## config.mk

```make
export PLATFORM = sky130hd
export DESIGN_NAME = tpgi_gate_input
export DESIGN_NICKNAME = d
export VERILOG_FILES = /design/src/rtl/tpgi_pkg.sv /design/src/rtl/tpgi_gate_input.sv /design/src/rtl/tpgi_leg_guard.sv
export SDC_FILE = /design/constraint.sdc
export NUM_CORES = 1
export LEC_CHECK = 0
export ABC_AREA = 1
export BUFFER_PORTS_ARGS = -buffer_cell sky130_fd_sc_hd__buf_4
export CAP_MARGIN = 10
export CELL_PAD_IN_SITES_DETAIL_PLACEMENT = 1
export CELL_PAD_IN_SITES_GLOBAL_PLACEMENT = 1
export CORE_ASPECT_RATIO = 1.5
export CORE_MARGIN = 1
export CORE_UTILIZATION = 38
export DETAILED_ROUTE_END_ITERATION = 7
export GPL_TIMING_DRIVEN = 0
export HOLD_SLACK_MARGIN = 0.06
export PLACE_DENSITY = 0.8
export RECOVER_POWER = 100
export SKIP_LAST_GASP = 1
export SLEW_MARGIN = 20
export SYNTH_ARGS = -nofsm -noshare
export SYNTH_HDL_FRONTEND = slang
export SYNTH_HIERARCHICAL = 1
export SYNTH_SLANG_ARGS = --single-unit
```

## constraint.sdc

```tcl
create_clock -name sys_clk -period 1.75 [get_ports sys_clk]
set_input_delay 0.2625 -clock sys_clk [delete_from_list [all_inputs] [get_ports sys_clk]]
set_output_delay 0.2625 -clock sys_clk [all_outputs]
set_load 0.005 [all_outputs]
```

## src/rtl/tpgi_pkg.sv

```systemverilog
// Constants shared by the three-phase gate input logic
package tpgi_pkg;

	// ----------------------------------------------------------------
	// Timing
	// ----------------------------------------------------------------
	localparam int CLK_PERIOD_PS = 10000;
	localparam int RESET_LATENCY_NS = 77;
	localparam int RESET_LATENCY_CYC = (RESET_LATENCY_NS * 1000) / CLK_PERIOD_PS;
	localparam int DEAD_TIME_NS = 500;
	localparam int DEAD_TIME_CYC = ((DEAD_TIME_NS * 1000) + CLK_PERIOD_PS - 1) / CLK_PERIOD_PS;

	// ----------------------------------------------------------------
	// Sizes and reset values
	// ----------------------------------------------------------------
	localparam int LEG_COUNT = 3;
	localparam int LEVEL_W_DEF = 10;
	localparam logic [2:0] PRIMED_RESET = 3'h0;
	localparam logic [2:0] FLAG_RESET = 3'h0;

	// ----------------------------------------------------------------
	// Leg guard states
	// ----------------------------------------------------------------
	typedef enum logic [2:0] {
		LEG_IDLE = 3'b000,
		LEG_UPPER = 3'b001,
		LEG_LOWER = 3'b010,
		LEG_BOTH = 3'b011,
		LEG_BLANK = 3'b100
	} tpgi_leg_state_t;

endpackage

```

## src/rtl/tpgi_gate_input.sv

```systemverilog
// Top of the three-phase gate input logic: permits, resets, legs and level flags
`timescale 1ns/1ps
`default_nettype none
module tpgi_gate_input #(
	parameter int LEVEL_W = tpgi_pkg::LEVEL_W_DEF,
	parameter int DEAD_CYC = tpgi_pkg::DEAD_TIME_CYC
) (
	input wire logic sys_clk,
	input wire logic rst,
	input wire logic drivePermitFirst,
	input wire logic drivePermitSecond,
	input wire logic deviceResetN,
	input wire logic logicSupplyGood,
	input wire logic crossConductOverride,
	input wire logic deadTimeOverride,
	input wire logic legAUpperRequestN,
	input wire logic legALowerRequest,
	input wire logic legBUpperRequestN,
	input wire logic legBLowerRequest,
	input wire logic legCUpperRequestN,
	input wire logic legCLowerRequest,
	input wire logic [LEVEL_W-1:0] loadSupply,
	input wire logic [LEVEL_W-1:0] legASourceLevel,
	input wire logic [LEVEL_W-1:0] legBSourceLevel,
	input wire logic [LEVEL_W-1:0] legCSourceLevel,
	output logic legAUpperGate,
	output logic legAUpperGateOe,
	output logic legALowerGate,
	output logic legALowerGateOe,
	output logic legBUpperGate,
	output logic legBUpperGateOe,
	output logic legBLowerGate,
	output logic legBLowerGateOe,
	output logic legCUpperGate,
	output logic legCUpperGateOe,
	output logic legCLowerGate,
	output logic legCLowerGateOe,
	output logic legAHalfSupplyFlag,
	output logic legBHalfSupplyFlag,
	output logic legCHalfSupplyFlag,
	output logic logicRegulatorEnable,
	output logic biasEnable,
	output logic serialPortEnable,
	output logic lowPowerState
);
	import tpgi_pkg::*;

	// ----------------------------------------------------------------
	// State
	// ----------------------------------------------------------------
	typedef struct packed {
		logic [LEG_COUNT-1:0] primed;
		logic [LEG_COUNT-1:0] flag;
	} tpgi_top_regs_t;

	tpgi_top_regs_t regsReg;
	tpgi_top_regs_t regsNext;

	logic permit;
	logic logicActive;
	logic legClear;
	logic [LEG_COUNT-1:0] upperReqN;
	logic [LEG_COUNT-1:0] lowerReq;
	logic [LEG_COUNT-1:0] upperWant;
	logic [LEG_COUNT-1:0] lowerWant;
	logic [LEG_COUNT-1:0] rawConflict;
	logic [LEG_COUNT-1:0] shootBlock;
	logic [LEG_COUNT-1:0] upperOn;
	logic [LEG_COUNT-1:0] lowerOn;
	logic [LEG_COUNT-1:0] upperGate;
	logic [LEG_COUNT-1:0] lowerGate;
	logic [LEVEL_W:0] sourceTwice [LEG_COUNT];

	// ----------------------------------------------------------------
	// Permits and resets
	// ----------------------------------------------------------------
	// Permit path is purely combinational so it acts without a clock edge
	assign permit = drivePermitFirst & drivePermitSecond;
	assign logicActive = deviceResetN & logicSupplyGood;
	// Logic is cleared on the first edge after the reset pin falls
	assign legClear = ~logicActive | ~permit;

	assign logicRegulatorEnable = deviceResetN;
	assign biasEnable = deviceResetN;
	assign lowPowerState = ~deviceResetN;
	// Serial access runs with permits low but not in reset or before power is good
	assign serialPortEnable = logicActive;

	// ----------------------------------------------------------------
	// Request pins
	// ----------------------------------------------------------------
	assign upperReqN = {legCUpperRequestN, legBUpperRequestN, legAUpperRequestN};
	assign lowerReq = {legCLowerRequest, legBLowerRequest, legALowerRequest};
	assign sourceTwice[0] = {legASourceLevel, 1'b0};
	assign sourceTwice[1] = {legBSourceLevel, 1'b0};
	assign sourceTwice[2] = {legCSourceLevel, 1'b0};

	// ----------------------------------------------------------------
	// Per-leg guards and gate pins
	// ----------------------------------------------------------------
	genvar g;
	generate
		for (g = 0; g < LEG_COUNT; g++)
		begin : gLeg
			// Conflict is judged on the raw pins, so an unprimed upper request still
			// withdraws the lower switch instead of letting it stay on
			assign rawConflict[g] = ~upperReqN[g] & lowerReq[g] & ~crossConductOverride;
			// Upper switch held off until its bootstrap leg has been pulsed low
			assign upperWant[g] = ~upperReqN[g] & regsReg.primed[g] & ~rawConflict[g];
			assign lowerWant[g] = lowerReq[g] & ~rawConflict[g];

			tpgi_leg_guard #(
				.DEAD_CYC(DEAD_CYC)
			) uGuard (
				.sys_clk(sys_clk),
				.rst(rst),
				.clear(legClear),
				.upperWant(upperWant[g]),
				.lowerWant(lowerWant[g]),
				.crossOverride(crossConductOverride),
				.deadOverride(deadTimeOverride),
				.upperOn(upperOn[g]),
				.lowerOn(lowerOn[g])
			);

			// Dropping the override while both are on must not leave a cycle of overlap
			assign shootBlock[g] = upperOn[g] & lowerOn[g] & ~crossConductOverride;
			assign upperGate[g] = upperOn[g] & ~shootBlock[g] & permit & logicActive;
			assign lowerGate[g] = lowerOn[g] & ~shootBlock[g] & permit & logicActive;
		end
	endgenerate

	assign legAUpperGate = upperGate[0];
	assign legALowerGate = lowerGate[0];
	assign legBUpperGate = upperGate[1];
	assign legBLowerGate = lowerGate[1];
	assign legCUpperGate = upperGate[2];
	assign legCLowerGate = lowerGate[2];

	// Gates are actively pulled low with permits off, released in reset or power-up
	assign legAUpperGateOe = logicActive;
	assign legALowerGateOe = logicActive;
	assign legBUpperGateOe = logicActive;
	assign legBLowerGateOe = logicActive;
	assign legCUpperGateOe = logicActive;
	assign legCLowerGateOe = logicActive;

	// ----------------------------------------------------------------
	// Bootstrap priming and half-supply flags
	// ----------------------------------------------------------------
	always_comb
	begin
		regsNext = regsReg;
		for (int i = 0; i < LEG_COUNT; i++)
		begin
			if (!permit || !logicActive)
			begin
				regsNext.primed[i] = 1'b0;
			end
			else if (lowerOn[i])
			begin
				regsNext.primed[i] = 1'b1;
			end
			if (!logicActive)
			begin
				regsNext.flag[i] = 1'b0;
			end
			else
			begin
				regsNext.flag[i] = sourceTwice[i] >= {1'b0, loadSupply};
			end
		end
	end

	always_ff @(posedge sys_clk)
	begin
		if (rst)
		begin
			regsReg <= '{primed: PRIMED_RESET, flag: FLAG_RESET};
		end
		else
		begin
			regsReg <= regsNext;
		end
	end

	assign legAHalfSupplyFlag = regsReg.flag[0];
	assign legBHalfSupplyFlag = regsReg.flag[1];
	assign legCHalfSupplyFlag = regsReg.flag[2];

endmodule
`default_nettype wire

```

## src/rtl/tpgi_leg_guard.sv

```systemverilog
// One leg: cross-conduction interlock and dead-time blanking
`timescale 1ns/1ps
`default_nettype none
module tpgi_leg_guard #(
	parameter int DEAD_CYC = tpgi_pkg::DEAD_TIME_CYC
) (
	input wire logic sys_clk,
	input wire logic rst,
	input wire logic clear,
	input wire logic upperWant,
	input wire logic lowerWant,
	input wire logic crossOverride,
	input wire logic deadOverride,
	output logic upperOn,
	output logic lowerOn
);
	import tpgi_pkg::*;

	localparam int CNT_W = $clog2(DEAD_CYC + 1);
	localparam logic [CNT_W-1:0] BLANK_LOAD = CNT_W'(DEAD_CYC - 1);

	typedef struct packed {
		tpgi_leg_state_t state;
		logic [CNT_W-1:0] blank;
	} tpgi_leg_regs_t;

	tpgi_leg_regs_t regsReg;
	tpgi_leg_regs_t regsNext;
	logic conflict;
	tpgi_leg_state_t offState;

	always_comb
	begin
		regsNext = regsReg;
		conflict = upperWant & lowerWant & ~crossOverride;
		offState = deadOverride ? LEG_IDLE : LEG_BLANK;
		case (regsReg.state)
			LEG_IDLE:
			begin
				if (conflict)
				begin
					regsNext.state = LEG_IDLE;
				end
				else if (upperWant & lowerWant)
				begin
					regsNext.state = LEG_BOTH;
				end
				else if (upperWant)
				begin
					regsNext.state = LEG_UPPER;
				end
				else if (lowerWant)
				begin
					regsNext.state = LEG_LOWER;
				end
			end
			LEG_UPPER:
			begin
				if (!upperWant || conflict)
				begin
					regsNext.state = offState;
				end
				else if (lowerWant)
				begin
					regsNext.state = LEG_BOTH;
				end
			end
			LEG_LOWER:
			begin
				if (!lowerWant || conflict)
				begin
					regsNext.state = offState;
				end
				else if (upperWant)
				begin
					regsNext.state = LEG_BOTH;
				end
			end
			LEG_BOTH:
			begin
				if (!(upperWant & lowerWant) || !crossOverride)
				begin
					regsNext.state = offState;
				end
			end
			LEG_BLANK:
			begin
				if (deadOverride || regsReg.blank == '0)
				begin
					regsNext.state = LEG_IDLE;
				end
				else
				begin
					regsNext.blank = regsReg.blank - 1'b1;
				end
			end
			default:
			begin
				regsNext.state = LEG_IDLE;
			end
		endcase
		if (regsNext.state == LEG_BLANK && regsReg.state != LEG_BLANK)
		begin
			regsNext.blank = BLANK_LOAD;
		end
		if (clear)
		begin
			regsNext.state = LEG_IDLE;
			regsNext.blank = '0;
		end
	end

	always_ff @(posedge sys_clk)
	begin
		if (rst)
		begin
			regsReg <= '{state: LEG_IDLE, blank: '0};
		end
		else
		begin
			regsReg <= regsNext;
		end
	end

	assign upperOn = (regsReg.state == LEG_UPPER) || (regsReg.state == LEG_BOTH);
	assign lowerOn = (regsReg.state == LEG_LOWER) || (regsReg.state == LEG_BOTH);

endmodule
`default_nettype wire

```

==> results.json <==
{
  "layout.cells.non_filler": 635,
  "synth_cells": 453,
  "hp-class": "in2reg",
  "regArea_um2": 661,
  "cp.required_ps": 1490,
  "rsz0062_at_grt": "no",
  "cts_root_buffer": "clkbuf_16",
  "worst_setup_path_start_kind": "register",
  "cts_resized": 0,
  "path_max_fanout": 5,
  "clock_sinks": 33,
  "die_w_um": 74.1,
  "grt_start_max_net_pins": 17,
  "synth_top_area_share_pct": 22.3,
  "core_mm2": 0.00756,
  "place_congestion": 0.858,
  "ys_seq_area_share_pct": 22.3,
  "cp_cell_sequence": "nor2_1 > inv_1 > a211oi_2 > clkbuf_4",
  "crit_buf_inv": 2,
  "powerDensity_mw_per_mm2": 523,
  "drc": 0,
  "core.rowCount": 39,
  "synth_top_area_cell": "dfxtp_1",
  "ys_seq_elements": 33,
  "overflow": 0,
  "syn_area_mm2": 0.00296,
  "syn_avg_cell_area_um2": 6.54,
  "leakage_nw": 1.90,
  "clock_latency_ps": 280,
  "ir_drop_mv": 0.312,
  "drive_gt1_share_pct": 26.5,
  "wl_um": 7990,
  "fin_skew_ps": 5.12,
  "placed_area_mm2": 0.00363,
  "initial_core_util_pct": 39.2,
  "grt_antenna_before_repair": 0,
  "vias_per_cell": 4.84,
  "max_freq_mhz": 611,
  "die_area_mm2": 0.00816,
  "ant_nets": 0,
  "slew_viol_final": 0,
  "grt_pass1_vias": 3222,
  "grt_use_total_pct": 21.3,
  "hold_viol": 0,
  "relSlewSlack_pct": 71.1,
  "synth_warnings": 6,
  "wl_per_cell_um": 12.6,
  "crit_type": "reg2out",
  "rrSetupSlack_ps": 110,
  "drt_pass1_iterations": 4,
  "setup_viol_count_final": 0,
  "nets": 616,
  "postCtsHoldBufs": 0,
  "cts_max_level": 2,
  "startpoint": "gLeg[0].uGuard/regsReg[8]$_SDFF_PP0_",
  "cpPeakStageDelay_ps": 360,
  "worstHoldStart": "rst",
  "cts_tree": "yes",
  "maxCapViolCount": 0,
  "synth_area_leaders": "dfxtp_1 22%, ha_1 13%, inv_1 11%, nand2_1 9.2%, nor2_1 6.5%",
  "n_fill_cell": 1048,
  "vias": 3075,
  "dpl.cell_count": 627,
  "diodes": 0,
  "hpwl_um": 6820,
  "final_common_cell": "inv_1",
  "drtIter0Drc": 69,
  "multi_input_area_mm2": 0.00184,
  "cts_buffers": 5,
  "postCtsSetupBuffers": 0,
  "design_area_mm2": 0.00373,
  "status": "finished, final reports clean",
  "tightestPinTransition_ps": 430,
  "min_period_over_period_pct": 93.5,
  "synth_cell_types": 28,
  "final_cell_mix": "93 x inv_1, 74 x nand2_1, 64 x buf_4, 55 x nor2_1, 34 x nand3_1",
  "crit_arrival_ps": 1370,
  "io_pins": 73,
  "clock_path_buffers": 2,
  "syn_to_final_growth_pct": 26.0,
  "cp_slowest_cell": "dfxtp_1",
  "synthesis.nets": 537,
  "grt_pass1_wl_um": 13400,
  "cp-end-kind": "output pin",
  "port_buffers": 72,
  "die_y_um": 110,
  "rr_startpoint": "regsReg[4]$_SDFFE_PP0P_",
  "path_clk_slew_ps": 50,
  "layout_min_cycle_time_ps": 1640,
  "path_delay_family": "flip-flops"
}
==> final timing paths <==
kind	endpoint	cells past startpoint
setup / recovery	legALowerGate	4
hold / removal	legCHalfSupplyFlag$_SDFF_PP0_	4
setup reg to reg	gLeg[1].uGuard/regsReg[1]$_SDFFE_PP0P_	10
hold reg to reg	regsReg[5]$_SDFFE_PP0P_	2
==> through the flow <==
stage	power, mW	hold WS [ps]	TNS, ps	util [%]	setup slack [ps]
floorplan	0.955	415	0	-	399
global placement	1.12	468	-258	48.0	-35.7
detailed placement	1.14	471	-993	48.0	-107
CTS	1.99	282	0	49.9	103
global route	2.06	305	0	49.4	9.66
finish	1.95	285	0	49.4	114
==> power by group <==
group	total, mW	switching, mW	internal, mW
logic	0.357	0.178	0.179
clock network	0.841	0.320	0.522
registers	0.756	0.000779	0.755
total	1.95	0.498	1.46
==> sequential cells by signal, indices dropped and copies added (netlist names) <==
signal               count
gLeg.uGuard/regsReg     27
legAHalfSupplyFlag       1
legBHalfSupplyFlag       1
legCHalfSupplyFlag       1
regsReg                  3
==> metal layers <==
metal | routed length [µm] | part of all wire, % | global-route usage (%)
met5 | 0 | 0 | 0
met4 | 206 | 2.6 | 8.24
met3 | 467 | 5.8 | 5.55
met2 | 4440 | 56 | 43.4
met1 | 2870 | 36 | 19.0
==> cell usage after synthesis <==
cell,count
inv_2,11
nor2_2,10
nor2_1,51
o21ai_2,3
and3_2,2
a21oi_2,3
buf_4,8
nand3b_1,3
a21oi_1,18
dfxtp_1,33
ha_1,30
xor2_1,6
a31oi_1,3
nand2_4,3
and3_1,1
o22ai_1,6
or2_2,3
nor3_1,6
a211oi_2,6
nand4_1,9
nand2_1,73
inv_1,90
nand3_2,4
o21ai_0,12
nand3_1,33
nand2_2,19
nor2_4,4
o21a_1,3
==> layout make-up <==
type | instances | share of cell area [%]
Buffer | 8 | 1.61
Timing Repair Buffer | 72 | 14.1
Tap cell | 102 | 3.42
Inverter | 101 | 10.2
Multi-Input combinational cell | 311 | 49.3
Sequential cell | 33 | 17.7
Clock inverter | 2 | 0.268
Clock buffer | 6 | 3.45
==> worst min-delay path: stages <==
cell and delay, ps:
buf_4 110, nor2_4 50, nand2_1 60, inv_1 30
==> cells by family (layout without fill, tap and decap cells) <==
logic type | count (synthesis) | count (layout) | synth area share [%]
AOI/OAI and AO/OA | 54 | 54 | 12.0
xor gates and xnor gates | 6 | 6 | 1.77
buffers and inverters | 109 | 189 | 14.8
adders and majority gates | 30 | 30 | 12.7
DFF | 33 | 33 | 22.3
and+or+nand+nor | 221 | 221 | 36.4
Note: power is estimated with default switching activity, not from simulation.
